$ cat src/shared/irq_combiner_pkg.sv
// constants, register map and field layout of the level interrupt combiner
package irq_combiner_pkg;
  localparam int unsigned LEVELS       = 32;
  localparam int unsigned PIN_COUNT    = 7;
  localparam int unsigned PBUS_LINES   = 8;
  localparam int unsigned PBUS_SLOTS   = 4;
  localparam int unsigned PBUS_LATENCY = 4;

  // register byte addresses
  localparam logic [31:0] PEND_ADDR    = 32'h8007efa0;
  localparam logic [31:0] AND_ADDR     = 32'h8007efa4;
  localparam logic [31:0] MASK_ADDR    = 32'h8007efa8;
  localparam logic [31:0] MAP_ADDR     = 32'h8007efac;
  localparam logic [31:0] CFG_ADDR     = 32'h8007efb0;
  localparam logic [31:0] EVT_ST_ADDR  = 32'h8007efb4;
  localparam logic [31:0] EVT_CLR_ADDR = 32'h8007efb8;
  localparam logic [31:0] EVT_EN_ADDR  = 32'h8007efbc;

  localparam logic [31:0] RESET_WORD   = 32'h00000000;

  // level map: big-endian bits 15 and 16 read as zero
  localparam logic [31:0] MAP_WMASK    = 32'hfffe7fff;
  localparam int unsigned MAP_PIN0_LSB = 27;
  localparam int unsigned MAP_PIN1_LSB = 22;
  localparam int unsigned MAP_PIN2_LSB = 17;
  localparam int unsigned MAP_LB0_LSB  = 10;
  localparam int unsigned MAP_LB1_LSB  = 5;
  localparam int unsigned MAP_TICK_LSB = 0;

  // levels of the pins without a programmable field
  localparam logic [4:0]  PIN3_LEVEL   = 5'h06;
  localparam logic [4:0]  PIN4_LEVEL   = 5'h08;
  localparam logic [4:0]  PIN5_LEVEL   = 5'h0a;
  localparam logic [4:0]  PIN6_LEVEL   = 5'h0c;

  // configuration register layout
  localparam logic [31:0] CFG_WMASK    = 32'h3fffffff;
  localparam int unsigned CFG_MUX_LSB  = 0;
  localparam int unsigned CFG_FUNC_LSB = 2;
  localparam int unsigned CFG_EDGE_LSB = 16;

  localparam logic [1:0]  FUNC_TO_CPU  = 2'h2;
  localparam logic [1:0]  FUNC_TO_CTRL = 2'h3;
  localparam logic [1:0]  EDGE_LEVEL   = 2'h0;

  // event status bits
  localparam int unsigned EVT_W        = 2;
  localparam int unsigned EVT_RISE     = 0;
  localparam int unsigned EVT_BUSERR   = 1;
endpackage : irq_combiner_pkg

$ cat src/logic/pbus_slot_demux.sv
// demultiplexer for the time-shared peripheral request lines
`timescale 1ns/1ns
module pbus_slot_demux #(
  parameter int unsigned LINES = irq_combiner_pkg::PBUS_LINES,
  parameter int unsigned SLOTS = irq_combiner_pkg::PBUS_SLOTS
) (
  input  wire logic                   clk,
  input  wire logic                   rst_n,
  input  wire logic [1:0]             mux_sel,
  input  wire logic [LINES-1:0]       lines,
  output logic      [1:0]             slot_r,
  output logic      [LINES*SLOTS-1:0] levels
);
  import irq_combiner_pkg::*;

  logic [LINES*SLOTS-1:0] held_r;
  logic [LINES*SLOTS-1:0] held_nxt;
  logic [1:0]             slot_nxt;

  // the two-bit select can only address four slots
  if (SLOTS != 4 || LINES == 0) begin : g_bad
    $error("pbus_slot_demux needs four slots and at least one line");
  end

  // last slot equals the select value; mode 00 stays in slot 0
  assign slot_nxt = (slot_r >= mux_sel) ? 2'h0 : slot_r + 2'h1;

  // live lines override the held copy so latency stays within a round
  always_comb begin
    levels = held_r;
    levels[slot_r*LINES +: LINES] = lines;
  end

  // slots beyond the select are dropped so a mode change leaves no ghosts
  always_comb begin
    held_nxt = levels;
    for (int s = 0; s < SLOTS; s++) begin
      if (s > int'(mux_sel)) begin
        held_nxt[s*LINES +: LINES] = '0;
      end
    end
  end

  always_ff @(posedge clk or negedge rst_n) begin
    if (!rst_n) begin
      slot_r <= 2'h0;
      held_r <= '0;
    end else begin
      slot_r <= slot_nxt;
      held_r <= held_nxt;
    end
  end
endmodule : pbus_slot_demux

$ cat src/logic/level_interrupt_combiner.sv
// level interrupt combiner with APB register slave
`timescale 1ns/1ns
module level_interrupt_combiner (
  input  wire logic        clk,
  input  wire logic        rst_n,
  // apb slave port
  input  wire logic [31:0] paddr,
  input  wire logic        psel,
  input  wire logic        penable,
  input  wire logic        pwrite,
  input  wire logic [31:0] pwdata,
  output logic      [31:0] prdata,
  output logic             pready,
  output logic             pslverr,
  // request sources
  input  wire logic        tick_req,
  input  wire logic [6:0]  ext_req_n,
  input  wire logic [6:0]  edge_status,
  input  wire logic [7:0]  pbus_req,
  // towards the peripherals and the core
  output logic      [1:0]  pbus_slot,
  output logic             cpu_irq,
  output logic             pin_direct_req,
  output logic             evt_irq
);
  import irq_combiner_pkg::*;

  // one-hot level bit in big-endian order, empty when not requested
  function automatic logic [31:0] level_bit(input logic [4:0] lvl,
                                            input logic       req);
    level_bit = req ? (32'h80000000 >> lvl) : 32'h00000000;
  endfunction : level_bit

  // turn a level-indexed vector into register bit order
  function automatic logic [31:0] to_reg_order(input logic [31:0] v);
    for (int i = 0; i < 32; i++) begin
      to_reg_order[31-i] = v[i];
    end
  endfunction : to_reg_order

  // architectural state
  logic [31:0] pending_r;
  logic [31:0] mask_r;
  logic [31:0] map_r;
  logic [31:0] cfg_r;
  logic [EVT_W-1:0] evt_stat_r;
  logic [EVT_W-1:0] evt_en_r;
  // registered bus answer and outputs
  logic [31:0] prdata_r;
  logic        pready_r;
  logic        pslverr_r;
  logic        cpu_irq_r;
  logic        pin_direct_r;
  logic        evt_irq_r;

  // next-state values and event strobes
  logic [31:0] pending_nxt;
  logic [31:0] mask_nxt;
  logic [31:0] map_nxt;
  logic [31:0] cfg_nxt;
  logic [EVT_W-1:0] evt_stat_nxt;
  logic [EVT_W-1:0] evt_en_nxt;
  logic [EVT_W-1:0] evt_set;
  logic [EVT_W-1:0] evt_clr;

  // bus decode
  // ready is part of the access term so a stalled master never writes twice
  wire setup_ph = psel & ~penable;
  wire access   = psel & penable & pready_r;
  wire wr_acc   = access & pwrite;

  // whole-address compare, so the block answers at no alias
  wire hit_pend = (paddr == PEND_ADDR);
  wire hit_and  = (paddr == AND_ADDR);
  wire hit_mask = (paddr == MASK_ADDR);
  wire hit_map  = (paddr == MAP_ADDR);
  wire hit_cfg  = (paddr == CFG_ADDR);
  wire hit_est  = (paddr == EVT_ST_ADDR);
  wire hit_eclr = (paddr == EVT_CLR_ADDR);
  wire hit_een  = (paddr == EVT_EN_ADDR);
  wire hit_any  = hit_pend | hit_and | hit_mask | hit_map |
                  hit_cfg | hit_est | hit_eclr | hit_een;

  // write strobes, one per writable register
  wire wr_mask  = wr_acc & hit_mask;
  wire wr_map   = wr_acc & hit_map;
  wire wr_cfg   = wr_acc & hit_cfg;
  wire wr_eclr  = wr_acc & hit_eclr;
  wire wr_een   = wr_acc & hit_een;

  // configuration fields
  // field slices are fixed wiring, no logic of their own
  wire [1:0]  mux_sel   = cfg_r[CFG_MUX_LSB +: 2];
  wire [13:0] func_sel  = cfg_r[CFG_FUNC_LSB +: 14];
  wire [13:0] edge_sel  = cfg_r[CFG_EDGE_LSB +: 14];

  // programmable level fields of the level map
  wire [4:0]  pin0_lvl  = map_r[MAP_PIN0_LSB +: 5];
  wire [4:0]  pin1_lvl  = map_r[MAP_PIN1_LSB +: 5];
  wire [4:0]  pin2_lvl  = map_r[MAP_PIN2_LSB +: 5];
  wire [4:0]  tick_lvl  = map_r[MAP_TICK_LSB +: 5];

  // per-pin level table: three programmable, four fixed
  logic [4:0] pin_lvl [PIN_COUNT];
  assign pin_lvl[0] = pin0_lvl;
  assign pin_lvl[1] = pin1_lvl;
  assign pin_lvl[2] = pin2_lvl;
  assign pin_lvl[3] = PIN3_LEVEL;
  assign pin_lvl[4] = PIN4_LEVEL;
  assign pin_lvl[5] = PIN5_LEVEL;
  assign pin_lvl[6] = PIN6_LEVEL;

  // pin qualification
  // edge latches live in the pin logic outside; only their outputs come in
  // a pin in level mode is its own request; otherwise the edge latch is
  logic [PIN_COUNT-1:0] pin_act;
  logic [PIN_COUNT-1:0] to_ctrl;
  logic [PIN_COUNT-1:0] to_cpu;
  always_comb begin
    for (int k = 0; k < PIN_COUNT; k++) begin
      pin_act[k] = (edge_sel[2*k +: 2] == EDGE_LEVEL) ? ~ext_req_n[k]
                                                      : edge_status[k];
      to_ctrl[k] = pin_act[k] & (func_sel[2*k +: 2] == FUNC_TO_CTRL);
      to_cpu[k]  = pin_act[k] & (func_sel[2*k +: 2] == FUNC_TO_CPU);
    end
  end

  // peripheral request lines
  // the demultiplexer owns the slot counter that the peripherals follow
  logic [31:0] pbus_levels;
  wire  [31:0] pbus_bits = to_reg_order(pbus_levels);

  // live lines of the current slot, held copies of the others
  pbus_slot_demux #(
    .LINES (PBUS_LINES),
    .SLOTS (PBUS_SLOTS)
  ) u_demux (
    .clk     (clk),
    .rst_n   (rst_n),
    .mux_sel (mux_sel),
    .lines   (pbus_req),
    .slot_r  (pbus_slot),
    .levels  (pbus_levels)
  );

  // level combination
  // pending is rebuilt every cycle, so a dropped source clears its bit
  // all sources simply OR onto their level; no source outranks another
  always_comb begin
    pending_nxt = level_bit(tick_lvl, tick_req) | pbus_bits;
    for (int k = 0; k < PIN_COUNT; k++) begin
      pending_nxt = pending_nxt | level_bit(pin_lvl[k], to_ctrl[k]);
    end
  end

  // the local-bus fields are stored but no source is wired to them
  assign mask_nxt = wr_mask ? pwdata : mask_r;
  assign map_nxt  = wr_map ? (pwdata & MAP_WMASK) : map_r;
  assign cfg_nxt  = wr_cfg ? (pwdata & CFG_WMASK) : cfg_r;
  assign evt_en_nxt = wr_een ? pwdata[EVT_W-1:0] : evt_en_r;

  // event status: a set in the clearing cycle survives
  // a rising level and a bus error each set one sticky bit
  assign evt_set[EVT_RISE]   = |(pending_nxt & ~pending_r);
  assign evt_set[EVT_BUSERR] = setup_ph & ~hit_any;
  // clear register is write-one-to-clear and keeps no state
  assign evt_clr             = wr_eclr ? pwdata[EVT_W-1:0] : '0;
  assign evt_stat_nxt        = (evt_stat_r & ~evt_clr) | evt_set;

  // read data, prepared in the setup cycle
  // unmapped and write-only offsets read as zero
  logic [31:0] rd_mux;
  always_comb begin
    rd_mux = 32'h00000000;
    if (hit_pend) rd_mux = pending_r;
    if (hit_and)  rd_mux = pending_r & mask_r;
    if (hit_mask) rd_mux = mask_r;
    if (hit_map)  rd_mux = map_r;
    if (hit_cfg)  rd_mux = cfg_r;
    if (hit_est)  rd_mux = {{(32-EVT_W){1'b0}}, evt_stat_r};
    if (hit_een)  rd_mux = {{(32-EVT_W){1'b0}}, evt_en_r};
  end

  // state registers
  // every architectural register clears together on reset
  always_ff @(posedge clk or negedge rst_n) begin
    if (!rst_n) begin
      pending_r  <= RESET_WORD;
      mask_r     <= RESET_WORD;
      map_r      <= RESET_WORD;
      cfg_r      <= RESET_WORD;
      evt_stat_r <= '0;
      evt_en_r   <= '0;
    end else begin
      pending_r  <= pending_nxt;
      mask_r     <= mask_nxt;
      map_r      <= map_nxt;
      cfg_r      <= cfg_nxt;
      evt_stat_r <= evt_stat_nxt;
      evt_en_r   <= evt_en_nxt;
    end
  end

  // core and event requests follow the next state so the core sees the same cycle as the
  // and register; costs a deeper cone but saves a clock of latency
  always_ff @(posedge clk or negedge rst_n) begin
    if (!rst_n) begin
      cpu_irq_r    <= 1'b0;
      pin_direct_r <= 1'b0;
      evt_irq_r    <= 1'b0;
    end else begin
      cpu_irq_r    <= |(pending_nxt & mask_nxt);
      pin_direct_r <= |to_cpu;
      evt_irq_r    <= |(evt_stat_nxt & evt_en_nxt);
    end
  end

  // no wait state: ready rises for the first access cycle
  always_ff @(posedge clk or negedge rst_n) begin
    if (!rst_n) begin
      prdata_r  <= 32'h00000000;
      pready_r  <= 1'b0;
      pslverr_r <= 1'b0;
    end else begin
      prdata_r  <= setup_ph ? rd_mux : 32'h00000000;
      pready_r  <= setup_ph;
      pslverr_r <= setup_ph & ~hit_any;
    end
  end

  // outputs are the flip-flops themselves, no gate behind them
  assign prdata         = prdata_r;
  assign pready         = pready_r;
  assign pslverr        = pslverr_r;
  assign cpu_irq        = cpu_irq_r;
  assign pin_direct_req = pin_direct_r;
  assign evt_irq        = evt_irq_r;
endmodule : level_interrupt_combiner

$ cat config.mk
export PLATFORM = sky130hd
export DESIGN_NAME = level_interrupt_combiner
export DESIGN_NICKNAME = d
export VERILOG_FILES = /design/src/shared/irq_combiner_pkg.sv /design/src/logic/pbus_slot_demux.sv /design/src/logic/level_interrupt_combiner.sv
export SDC_FILE = /design/constraint.sdc
export NUM_CORES = 1
export LEC_CHECK = 0
export BUFFER_PORTS_ARGS = -buffer_cell sky130_fd_sc_hd__buf_2
export CORE_MARGIN = 2
export CORE_UTILIZATION = 59
export CTS_CLUSTER_DIAMETER = 120
export CTS_CLUSTER_SIZE = 8
export DETAILED_ROUTE_END_ITERATION = 16
export PLACE_DENSITY = 0.88
export SLEW_MARGIN = 40
export SYNTH_ARGS = -nofsm -noshare
export SYNTH_HDL_FRONTEND = slang
export SYNTH_SLANG_ARGS = --single-unit
$ cat constraint.sdc
create_clock -name clk -period 4.53 [get_ports clk]
set_input_delay 0.906 -clock clk [delete_from_list [all_inputs] [get_ports clk]]
set_output_delay 0.906 -clock clk [all_outputs]
set_load 0.02 [all_outputs]
* Word-level counts from Yosys, hierarchy flattened
Index checks and enable logic that the tools add are counted.
Storage, ports and cells: flip-flop bits (word level) 199, bits of input ports 92, logic and storage cells 146, output and inout bits 39
Cells by class: $add $sub $neg 2, bitwise logic cells 56, equal/unequal tests 22, magnitude comparators 4, muxes and demuxes 31, reductions and logical operators 11, shift operators 6
Operators with widths (count):
- 32-bit 2-to-1 mux | 13
- 32-bit == test (second input constant) | 8
- 32-bit bitwise OR | 4
- 32-bit by 5-bit >> shifter with 32-bit output (first input constant) | 4
- 32-bit bitwise AND | 3
- 32-bit OR reduction | 2
- 5-bit negator with 34-bit output | 1
- 8-bit by 34-bit variable shift with 32-bit output (first input constant) | 1
- 8-bit by 34-bit indexed part select with 32-bit output | 1
- 32-bit bitwise mux | 1
- 32-bit inverter | 1
- 32-bit by 20-bit bitwise OR with 32-bit output | 1
- 32-bit by 22-bit bitwise OR with 32-bit output | 1
- 32-bit by 24-bit bitwise OR with 32-bit output | 1
- 32-bit by 26-bit bitwise OR with 32-bit output | 1
- 2-bit == test (second input constant) | 14
- 26-bit 2-to-1 mux | 1
- 1-bit bitwise AND | 24
- 24-bit 2-to-1 mux | 1
- 8-bit 2-to-1 mux | 3
- 22-bit 2-to-1 mux | 1
- 20-bit 2-to-1 mux | 1
- 2-bit zero test | 7
- 1-bit inverter | 9
- 12 further kinds | 28

* Longest topological paths before layout
Gate-level depths: netlist of the first run.
depth in word-level cells 16, gate-level depth with buffers 12, mapped depth without buffers 10

* Hierarchy
From an unflattened synthesis of the first run, not the netlist that was laid out.
Second synthesis, totals: cells, all modules 1053, area total of the unflattened synthesis 10744.1 µm²
Modules (own cells, without submodules):
- level_interrupt_combiner | area an instance 8783.4 µm², seq. area each 4129.0 µm², cells an instance 841, times used 1
- pbus_slot_demux | area an instance 1960.6 µm², seq. area each 850.8 µm², cells an instance 212, times used 1

* Worst setup path before layout of the first run
Ideal clock, no wire load.
path kind input -> register, from in paddr[1], to reg evt_irq_r, in the netlist evt_irq, data arrival time 3360 ps, buffers on the path 0, stages 8, required time 4409 ps, setup time 121 ps, path slack 1049 ps, cell sequence or4b_4 > or4_4 > nor3_4 > a31o_1 > o221a_1 > nand3_1 > or4_4 > a22o_1
On the way: elaborated cells between the ends (all ways) 26, classes of those cells eq/ne: 8; mux: 2; bitwise: 15; reduce/logical: 1
RTL lines:
- start: declaration | line level_interrupt_combiner.sv:7 | input wire logic [31:0] paddr,
- 32-bit == test | line level_interrupt_combiner.sv:79 | wire hit_eclr = (paddr == EVT_CLR_ADDR);
- 1-bit bitwise AND | line level_interrupt_combiner.sv:88 | wire wr_eclr = wr_acc & hit_eclr;
- 2-bit 2-to-1 mux | line level_interrupt_combiner.sv:167 | assign evt_clr = wr_eclr ? pwdata[EVT_W-1:0] : '0;
- 2-bit inverter | line level_interrupt_combiner.sv:168 | assign evt_stat_nxt = (evt_stat_r & ~evt_clr) | evt_set;
- 2-bit bitwise AND | line level_interrupt_combiner.sv:168
- 2-bit bitwise OR | line level_interrupt_combiner.sv:168
- net evt_stat_nxt[0] | line level_interrupt_combiner.sv:61 | logic [EVT_W-1:0] evt_stat_nxt;
- 2-bit bitwise AND | line level_interrupt_combiner.sv:214 | evt_irq_r <= |(evt_stat_nxt & evt_en_nxt);
- 2-bit OR reduction | line level_interrupt_combiner.sv:214
- end signal: assignment | line level_interrupt_combiner.sv:214
- end: declaration | line level_interrupt_combiner.sv:54 | logic evt_irq_r;
The timed path passes the listed nets, and every way through them passes these cells. A chain may end at the register's enable or synchronous reset.

* Final worst setup path of the first run
from reg u_demux.slot_r[0], to reg evt_irq_r, in the netlist evt_irq
On the way: longest elaborated chain between the ends 16, elaborated cells between the ends (all ways) 17, classes of those cells add/sub: 1; shift: 2; mux: 1; bitwise: 11; reduce/logical: 2
Ends and longest elaborated chain:
- start: declaration | line pbus_slot_demux.sv:11 | output logic [1:0] slot_r,
- start signal: assignment | line pbus_slot_demux.sv:49 | slot_r <= slot_nxt;
- 5-bit negator with 34-bit output * | line pbus_slot_demux.sv:31 | levels[slot_r*LINES +: LINES] = lines;
- 8-bit by 34-bit indexed part select with 32-bit output / 8-bit by 34-bit variable shift with 32-bit output (equally long branches) | line pbus_slot_demux.sv:31
- 32-bit bitwise mux * | line pbus_slot_demux.sv:31
- 32-bit bitwise OR * | line level_interrupt_combiner.sv:150 | pending_nxt = level_bit(tick_lvl, tick_req) | pbus_bits;
- 32-bit bitwise OR * (3 in a row) | line level_interrupt_combiner.sv:152 | pending_nxt = pending_nxt | level_bit(pin_lvl[k], to_ctrl[k]);
- 32-bit by 26-bit bitwise OR with 32-bit output * | line level_interrupt_combiner.sv:152
- 32-bit by 24-bit bitwise OR with 32-bit output * | line level_interrupt_combiner.sv:152
- 32-bit by 22-bit bitwise OR with 32-bit output * | line level_interrupt_combiner.sv:152
- 32-bit by 20-bit bitwise OR with 32-bit output * | line level_interrupt_combiner.sv:152
- 32-bit bitwise AND * | line level_interrupt_combiner.sv:164 | assign evt_set[EVT_RISE] = |(pending_nxt & ~pending_r);
- 32-bit OR reduction * | line level_interrupt_combiner.sv:164
- 2-bit bitwise OR * | line level_interrupt_combiner.sv:168
- net evt_stat_nxt[0] | line level_interrupt_combiner.sv:61
- 2-bit bitwise AND * | line level_interrupt_combiner.sv:214
- 2-bit OR reduction * | line level_interrupt_combiner.sv:214
The timed path passes the listed nets; every way through them passes the cells marked *.

==> results.txt, run 1 <==
WL/cell - 26.5 um
Yosys reg bits - 199
CTS tree - built
Fillers - 1278
number of synthesized flops with an enable pin - 0
Routed WL - 36300 um
mux cell area share after synthesis - 10.9%
Setup Fix Bufs, Post-CTS - 0
minimum period implied by the final worst setup slack - 4.20 ns
layout net count - 1229
Required @ worst endpoint - 4.88 ns
ys flop type - dfrtp_1
DRC violations left - 0
Final setup viols - 0
DR pass1 iterations - 8
pwr/cell area - 305 nW/um^2
Max clock buf depth - 2
main combinational cell family by area after synthesis - compound AO/OA/AOI/OAI gates
PortBufs - 130
Num CTS Buffers - 17
CP Max Fanout - 13
CP Class - flop to flop
crit-path cells - inv_1 > ha_1 > nor4bb_1 > buf_4 > a222oi_1 > nor4b_1 > nor2_1 > a2111oi_0 > o2111ai_1 > or4_4 > a22o_1
area of placed instances - 11200 sq um
share of layout cells above drive strength 1 - 23.4%
fin area - 11800 sq um
clk_lat worst skew - 0.45 ns
worst hold path type - input pin to asynchronous set/reset pin
post-CTS sizing - 0
largest cells by area after synthesis - dfrtp_1, mux2_2, mux2i_1, nand2_1, a22oi_1
syn_area_per_cell - 10.1 sq um
Crit-path slowest cell - dfrtp_1
Pins Over Slew Limit - 0
Worst-Margin Slew - 0.887 ns
Worst path max stage delay - 0.58 ns
max-cap check violation count - 0
peak supply drop - 0.278 mV
clk root buf - clkbuf_16
RSZ-0062 raised after global routing - false
clk slew on worst S/H paths - 0.08 ns
GRT overflow - 0
Post-Synth Simple-Gate Area - 16.8%
vias in the first global route - 9050
Mapped Nets - 1119
Mapped Cells - 1020
Initial Util - 60.1%
die area - 18600 sq um
Initial DRC Count - 1437
Crit. End Element - flop
DIE HEIGHT - 136 um
Power, Total - 3610 uW
most frequent cells after synthesis - dfrtp_1, nand2_1, mux2_2, nor2_1, a21oi_1
initial antenna violation count - 0
async set-reset flop share out of synthesis - 100%
total clock sinks - 199
Synth area leader - dfrtp_1
Core Region - 17200 sq um
adder-cell share of the synthesized area - 0.848%
xor/xnor cell area share of the yosys netlist - 0%
period utilization - 92.8%
Area growth syn-to-layout - 14.7%
via count - 9635
setup TNS - 0 ns
Synth top area share - 48.2%
slew margin rel. - 40.9%
Synth Area in Compound Gates - 19.4%
largest net degree at the start of global routing - 107
Final Hold Fails - 0
sequential area share after synthesis - 48.2%
post-route ant nets - 0
count leader, synth - dfrtp_1
Synth warnings - 0
worst path arrival time - 4.55 ns
cell area after synthesis - 10300 sq um
DR vias/cell - 7.04
Pleak - 0.00564 uW
post-synth cell types - 69
GRT Overall Usage - 40.0%
outcome - finished clean
Hold-fix buffers, CTS - 0
Placer Congestion - 1.08
H-tree levels - 4
clk_skew - 0.0117 ns
Row Count - 48
Die W - 136 um
I/O pins - 131
Final HPWL DP - 27000 um
Critical Path Start Type - flop
FMAX - 0.238 GHz
ant diodes - 0
first-pass GRT wire length - 54500 um
-- critical path, delay by kind of cell (launching register included) --
kind	cells	cell delay, ns
and+or+nand+nor	4	1.21
AOI/OAI and AO/OA	4	1.52
DFF	1	0.58
buffers and inverters	2	0.37
adders and majority gates	1	0.41
-- where the power goes --
group          switching, uW  leakage [uW]  internal, uW
clock                    800      0.000290           750
combinational            162       0.00271          88.2
sequential              16.0       0.00263          1800
-- flip-flops by register name, summed over array words and instances, names as in the netlist, 2 cells and up --
signal / flops
mask_r: 32
u_demux.held_r: 32
pending_r: 32
evt_en_r: 2
cfg_r: 30
prdata: 32
map_r: 30
evt_stat_r: 2
u_demux.slot_r: 2
-- cell usage in the layout, fill, tap and decap left out, types with 4 or more instances in the layout --
master	count
a22oi_1	47
a22o_1	14
buf_2	129
o211ai_1	6
inv_1	41
nor3b_1	4
a32o_1	13
nor4_1	4
nand3b_1	4
mux2i_1	39
a21oi_1	63
a2111oi_0	11
nand2b_1	16
and2_1	18
a32oi_1	9
and3_1	10
nor2b_1	26
or2_2	4
a211oi_1	13
mux2_2	65
ha_1	7
clkbuf_16	17
o21ai_0	10
buf_4	20
nand4b_1	6
dfrtp_1	199
nand4_1	11
a221oi_1	18
o21a_1	6
clkinv_8	5
nand3_1	16
nor2_1	64
and4_1	5
nor3_1	8
nand2_1	102
o22ai_1	37
or3_1	4
-- metrics by stage --
step	cells	hold WS [ns]	util (%)	worst slack, ns
global route	1368	0.318	68.9	0.146
detailed placement	1335	0.496	65.2	0.466
floorplan	1020	0.456	-	1.05
CTS	1367	0.515	68.7	0.441
global placement	1335	0.493	65.1	0.560
finish	1368	0.307	68.9	0.326
-- routing by layer --
metal,wire (um),GRT usage (%),part of all wire (%),vias up
met5,0,0,0,-
met2,16300,60.7,45,701
li1,-,-,-,4046
met3,4280,10.6,12,125
met4,1450,14.0,4.0,0
met1,14300,55.8,39,4763
-- cell type report --
class                           count  area (sq um)  share of cell area (%)
Tap cell                          225           282                    2.38
Clock inverter                     15           181                    1.53
Timing Repair Buffer              152           850                    7.18
Clock buffer                       17           425                    3.59
Multi-Input combinational cell    718          4960                    41.9
Inverter                           42           158                    1.33
Sequential cell                   199          4980                    42.1
-- cells by family (layout without fill, tap and decap cells) --
kind of cell / count (synthesis) / count (layout)
AND/OR/NAND/NOR: 328 / 328
AO/OA/AOI/OAI: 279 / 279
flip-flops: 199 / 199
multiplexers: 104 / 104
buffers and inverters: 103 / 226
adder cells (fa/ha/maj): 7 / 7
-- worst paths after layout --
path                                   start  cells after the start  slack, ns         end
hold / removal                         rst_n                      1       0.31   map_r[13]
hold reg to reg                    map_r[12]                      1       0.51   map_r[12]
max in group asynchronous              rst_n                      3       3.14  prdata[16]
setup / recovery           u_demux.slot_r[0]                     11       0.33     evt_irq
setup reg to reg           u_demux.slot_r[0]                     11       0.33     evt_irq
min in group clk                   map_r[12]                      1       0.51   map_r[12]
No activity file was read; power rests on OpenSTA's default activity.
==> run 2: changes to the inputs <==
--- a/config.mk
+++ b/config.mk
@@ -12,6 +12,7 @@
 export CTS_CLUSTER_SIZE = 8
 export DETAILED_ROUTE_END_ITERATION = 16
 export PLACE_DENSITY = 0.88
+export REMOVE_ABC_BUFFERS = 1
 export SLEW_MARGIN = 40
 export SYNTH_ARGS = -nofsm -noshare
 export SYNTH_HDL_FRONTEND = slang
==> run 2 against run 1 <==
Effect of this change:
- clock-buffer cell count up 3
- highest routed layer unchanged
- combinational power down 2%
- flip-flop and latch count unchanged
- total power down 4.1%
- first-iteration DRC count down 21%
- wire length down 2.9%
- sequential power about the same
- largest cell class unchanged
- final area down 0.49%
- clock power down 9.7%
- critical endpoint unchanged
- register-to-register slack better by 0.31 ns
- largest power group unchanged
- critical path depth up 1
- hold slack better by 0.15 ns
==> results.txt, run 2 (same netlist as run 1, synthesis figures left out) <==
setup TNS - 0 ns (unchanged)
Critical Path Sink - evt_irq
RSZ-0062 raised after global routing - false
Worst-Margin Slew - 0.916 ns (+0.0290 ns)
Placer Congestion - 1.06 (-2.2%)
WL/cell - 25.8 um (-2.9%)
Max Used Layer - met4
Pint - 2620 uW (-0.72%)
Pleak - 0.00563 uW (-0.20%)
H-tree levels - 4 (unchanged)
crit-path cells - inv_1 > ha_1 > nor3b_1 > buf_4 > a32o_1 > nor4_2 > a21oi_1 > a2111oi_0 > buf_4 > o2111ai_1 > or4_4 > a22o_1
Die W - 136 um (unchanged)
DR vias/cell - 6.79 (-3.6%)
most frequent cells in the layout - dfrtp_1, buf_2, nand2_1, mux2_2, nor2_1
die area - 18600 sq um (unchanged)
Most Frequent Cell on Critical Path - buf_4
GRT Overall Usage - 38.8% (-1.2 points)
Crit. End Element - flop
CP top delay family - simple AND/OR/NAND/NOR gates
Core Region - 17200 sq um (unchanged)
share of layout cells above drive strength 1 - 23.3% (about the same)
CP Max Fanout - 9 (-4)
clk_lat worst skew - 0.44 ns (about the same)
Final setup viols - 0 (unchanged)
clk root buf - clkbuf_16
worst hold path type - input pin to asynchronous set/reset pin
outcome - finished clean
Area growth syn-to-layout - 14.1%
PortBufs - 130 (unchanged)
Required @ worst endpoint - 4.86 ns (-0.02 ns)
slew margin rel. - 37.4% (-3.5 points)
Fillers - 1323 (+3.5%)
Max clock buf depth - 2 (unchanged)
clk_skew - 0.0124 ns (+0.000731 ns)
worst path arrival time - 4.22 ns (-0.33 ns)
FMAX - 0.257 GHz (+8.0%)
DIE HEIGHT - 136 um (unchanged)
CP Class - flop to flop
period utilization - 85.9% (-6.9 points)
Final Hold Fails - 0 (unchanged)
clock power share - 40.5% (-2.4 points)
Initial Util - 60.1% (unchanged)
Hold-fix buffers, CTS - 0 (unchanged)
Crit-path slowest cell - or4_4
Row Count - 48 (unchanged)
via count - 9291 (-3.6%)
Buf/Inv on CP - 3 (+1)
CTS tree - built
met3 WL - 3210 um (-25%)
Initial DRC Count - 1136 (-21%)
pwr/cell area - 294 nW/um^2 (-3.6%)
initial antenna violation count - 0 (unchanged)
ant diodes - 0 (unchanged)
Comb pwr share - 7.1% (+0.2 points)
most common cell after layout, fill and taps aside - dfrtp_1
Setup Fix Bufs, Post-CTS - 0 (unchanged)
post-CTS sizing - 0 (unchanged)
largest net degree at the start of global routing - 127 (+19%)
post-route ant nets - 0 (unchanged)
M1 wire length - 13600 um (-4.6%)
Final HPWL DP - 26200 um (-2.8%)
Switch Pwr - 848 uW (-13%)
peak supply drop - 0.260 mV (-6.4%)
Power, Total - 3460 uW (-4.1%)
R2R Setup Slk - 0.64 ns (+0.31 ns)
fin area - 11800 sq um (-0.49%)
first-pass GRT wire length - 52900 um (-3.0%)
source of the critical timing path - u_demux.slot_r[1]
RR Startpoint - u_demux.slot_r[1]
Critical Path Start Type - flop
minimum period implied by the final worst setup slack - 3.89 ns (-0.311 ns)
critical path depth in cells - 12 (+1)
Pins Over Slew Limit - 0 (unchanged)
Final Util - 68.6% (-0.34 points)
GRT overflow - 0 (unchanged)
Worst path max stage delay - 0.57 ns (about the same)
clk slew on worst S/H paths - 0.07 ns (about the same)
DR pass1 iterations - 6 (-2)
Num CTS Buffers - 17 (unchanged)
area of placed instances - 11200 sq um (+0.48%)
Routed WL - 35300 um (-2.9%)
sw frac - 24.5% (-2.6 points)
reg2reg path depth - 12 (+1)
vias in the first global route - 8991 (-0.65%)
layout net count - 1233 (+0.33%)
DRC violations left - 0 (unchanged)
I/O pins - 131 (unchanged)
Reg-to-Reg End - evt_irq
Flop pwr share - 52.4% (+2.2 points)
DR WL met2 - 16800 um (+3.3%)
total clock sinks - 199 (unchanged)
max-cap check violation count - 0 (unchanged)
-- run 2: worst register-to-register path: stages (launching register included) --
cell	delay [ns]
dfrtp_1	0.42
inv_1	0.10
ha_1	0.35
nor3b_1	0.22
buf_4	0.19
a32o_1	0.30
nor4_2	0.54
a21oi_1	0.22
a2111oi_0	0.35
buf_4	0.18
o2111ai_1	0.11
or4_4	0.57
a22o_1	0.23
-- run 2: worst min path at each step --
stage,from,end,cells past startpoint
floorplan,u_demux.held_r[7],u_demux.held_r[7],1
global placement,u_demux.held_r[4],u_demux.held_r[4],2
detailed placement,u_demux.held_r[4],u_demux.held_r[4],2
CTS,rst_n,cfg_r[12],1
global route,rst_n,cfg_r[12],1
finish,rst_n,prdata[28],1
-- run 2: cell type report --
| cell class | instances | area, sq um | area share [%] |
|---|---|---|---|
| sequential | 199 | 4980 | 42.3 |
| multi-input combinational | 718 | 4970 | 42.2 |
| timing repair buffer | 156 | 870 | 7.38 |
| clock buffer | 20 | 457 | 3.88 |
| tap | 225 | 282 | 2.39 |
| inverter | 42 | 158 | 1.34 |
| clock inverter | 9 | 68.8 | 0.584 |
-- run 2: power by group through the flow --
stage	registers (uW)	logic, uW	clock network, uW
2_1_floorplan	1840	85.1	0
3_3_place_gp	1850	231	0
3_5_place_dp	1850	238	0
4_1_cts	1810	240	1400
5_1_grt	1810	264	1470
6_report	1810	245	1400
-- run 2: metal layers --
metal  vias to the layer above  track usage [%]
met1                      4610             51.3
li1                       4039                -
met5                         -                0
met4                         0             17.0
met2                       541             62.5
met3                       101             7.27
-- run 2: per-stage QoR --
stage          hold WS (ns)  std cells  worst slack, ns
6_report              0.459       1369            0.637
3_3_place_gp          0.475       1340            0.484
4_1_cts               0.494       1369            0.445
5_1_grt               0.507       1369            0.474
2_1_floorplan         0.456        959            -1.18
3_5_place_dp          0.484       1340            0.476
==> run 3: changes to the inputs <==
--- a/config.mk
+++ b/config.mk
@@ -6,10 +6,8 @@
 export NUM_CORES = 1
 export LEC_CHECK = 0
 export BUFFER_PORTS_ARGS = -buffer_cell sky130_fd_sc_hd__buf_2
-export CORE_MARGIN = 2
 export CORE_UTILIZATION = 59
 export CTS_CLUSTER_DIAMETER = 120
-export CTS_CLUSTER_SIZE = 8
 export DETAILED_ROUTE_END_ITERATION = 16
 export PLACE_DENSITY = 0.88
 export REMOVE_ABC_BUFFERS = 1
==> run 3 against run 2 <==
Effect of this change:
- total power increased by 4.0%
- combinational power about the same
- maximum frequency up 1.8%
- sequential power about the same
- final area grew 0.58%
- clock power grew 11%
- die area decreased by 2.9%
- clock skew down 0.0016 ns
- largest cell class unchanged
- setup slack better by 0.068 ns
- wire length decreased by 2.6%
- sequential share of layout area is 0.25 points lower
==> results.txt, run 3 (same netlist as run 1, synthesis figures left out) <==
outcome - finished clean
DR vias/cell - 6.77 (-0.30%)
Final HPWL DP - 25300 um (-3.6%)
RSZ-0062 raised after global routing - false
post-CTS sizing - 0 (unchanged)
total clock sinks - 199 (unchanged)
Initial DRC Count - 1014 (-11%)
pwr/cell area - 304 nW/um^2 (+3.4%)
period utilization - 84.5% (-1.5 points)
die area - 18000 sq um (-2.9%)
Crit. End Element - flop
Flop pwr share - 50.3% (-2.1 points)
Storage cell area - 4980 sq um (unchanged)
Pins Over Slew Limit - 0 (unchanged)
Pint - 2720 uW (+3.9%)
share of layout cells above drive strength 1 - 23.6% (+0.29 points)
Row Count - 47 (-2.1%)
post-route ant nets - 0 (unchanged)
Routed WL - 34300 um (-2.6%)
Required @ worst endpoint - 4.86 ns (about the same)
I/O pins - 131 (unchanged)
DR pass1 iterations - 5 (-1)
fin area - 11900 sq um (+0.58%)
Final setup viols - 0 (unchanged)
max-cap check violation count - 0 (unchanged)
setup TNS - 0 ns (unchanged)
clock power share - 42.9% (+2.4 points)
sw frac - 24.6% (+0.10 points)
Multi-input gate area - 4970 sq um (+0.15%)
Initial Util - 61.4% (+1.3 points)
largest net degree at the start of global routing - 98 (-23%)
Num CTS Buffers - 17 (unchanged)
via count - 9250 (-0.44%)
Final Hold Fails - 0 (unchanged)
Comb pwr share - 6.8% (-0.3 points)
clk slew on worst S/H paths - 0.07 ns (about the same)
area of placed instances - 11200 sq um (about the same)
Critical Path Start Type - flop
Max clock buf depth - 2 (unchanged)
minimum period implied by the final worst setup slack - 3.83 ns (-0.0677 ns)
FMAX - 0.261 GHz (+1.8%)
DIE HEIGHT - 134 um (-1.5%)
PortBufs - 130 (unchanged)
Die W - 134 um (-1.5%)
WL/cell - 25.1 um (-2.5%)
layout net count - 1233 (unchanged)
vias in the first global route - 8736 (-2.8%)
GRT overflow - 0 (unchanged)
worst hold path type - input pin to asynchronous set/reset pin
Setup Fix Bufs, Post-CTS - 0 (unchanged)
initial antenna violation count - 0 (unchanged)
Core Region - 16800 sq um (-2.1%)
Switch Pwr - 886 uW (+4.5%)
Area growth syn-to-layout - 14.8%
Hold-fix buffers, CTS - 0 (unchanged)
ant diodes - 0 (unchanged)
first-pass GRT wire length - 51400 um (-2.9%)
Placer Congestion - 1.11 (+4.8%)
clk_lat worst skew - 0.44 ns (about the same)
GRT Overall Usage - 39.0% (+0.17 points)
CTS tree - built
clk_skew - 0.0108 ns (-0.00161 ns)
Worst-Margin Slew - 0.908 ns (-0.00811 ns)
Pleak - 0.00564 uW (+0.31%)
clk root buf - clkbuf_16
CP Class - flop to flop
most common cell after layout, fill and taps aside - dfrtp_1
DRC violations left - 0 (unchanged)
CP Max Fanout - 8 (-1)
slew margin rel. - 39.5% (+2.1 points)
H-tree levels - 4 (unchanged)
most frequent cells in the layout - dfrtp_1, buf_2, nand2_1, mux2_2, nor2_1
Fillers - 1293 (-2.3%)
peak supply drop - 0.257 mV (-1.1%)
worst path arrival time - 4.15 ns (-0.07 ns)
run 3: changes by cell type in the layout (fill, tap and decap cells not counted), sizes merged:
cell and change:
buf +1, clkbuf -2, bufinv +2, inv +2, clkinvlp +3, clkinv -3
run 3: through the flow:
stage	total power (uW)	utilization, %	worst slack [ns]	hold slack (ns)	std cells
floorplan	1930	-	-1.18	0.456	959
global placement	2080	66.8	0.543	0.481	1335
detailed placement	2080	66.9	0.553	0.484	1335
CTS	3610	70.4	0.756	0.504	1367
global route	3700	70.5	0.487	0.533	1367
finish	3600	70.5	0.704	0.485	1367
run 3: power by group through the flow:
| stage | registers (uW) | logic (uW) | clock network, uW |
|---|---|---|---|
| 6_report | 1810 | 244 | 1550 |
| 5_1_grt | 1810 | 263 | 1630 |
| 4_1_cts | 1810 | 241 | 1560 |
| 3_5_place_dp | 1850 | 239 | 0 |
| 3_3_place_gp | 1850 | 234 | 0 |
| 2_1_floorplan | 1840 | 85.1 | 0 |
run 3: area by class of cell:
type | instances | area share, %
Clock buffer | 19 | 3.65
Clock inverter | 13 | 1.36
Inverter | 42 | 1.33
Multi-Input combinational cell | 718 | 42.0
Sequential cell | 199 | 42.0
Tap cell | 220 | 2.32
Timing Repair Buffer | 156 | 7.33
run 3: per-layer routing:
layer | wire (um) | vias to the layer above | share of wire, % | global-route usage [%]
li1 | - | 4057 | - | -
met1 | 14200 | 4559 | 41 | 53.6
met2 | 15400 | 546 | 45 | 58.9
met3 | 3480 | 88 | 10 | 9.98
met4 | 1320 | 0 | 3.9 | 16.0
met5 | 0 | - | 0 | 0
run 3: final timing paths:
check	startpoint	to	slack (ns)	depth (start not counted)
worst max-delay path	u_demux.slot_r[1]	evt_irq	0.70	11
worst min-delay path	rst_n	u_demux.held_r[30]	0.49	1
worst max register to register	u_demux.slot_r[1]	evt_irq	0.70	11
worst min register to register	u_demux.held_r[4]	u_demux.held_r[4]	0.50	2
max in group asynchronous	rst_n	pending_r[5]	3.12	2
min in group clk	u_demux.held_r[4]	u_demux.held_r[4]	0.50	2
run 3: critical path: stages (launching register included):
cell and delay, ns:
dfrtp_1 0.43, inv_1 0.11, ha_1 0.37, nor3b_2 0.25, and2_1 0.19, a221oi_1 0.46, nand4_1 0.28, a2111oi_0 0.55
buf_4 0.19, nand3_1 0.10, or4_4 0.57, a22o_1 0.22
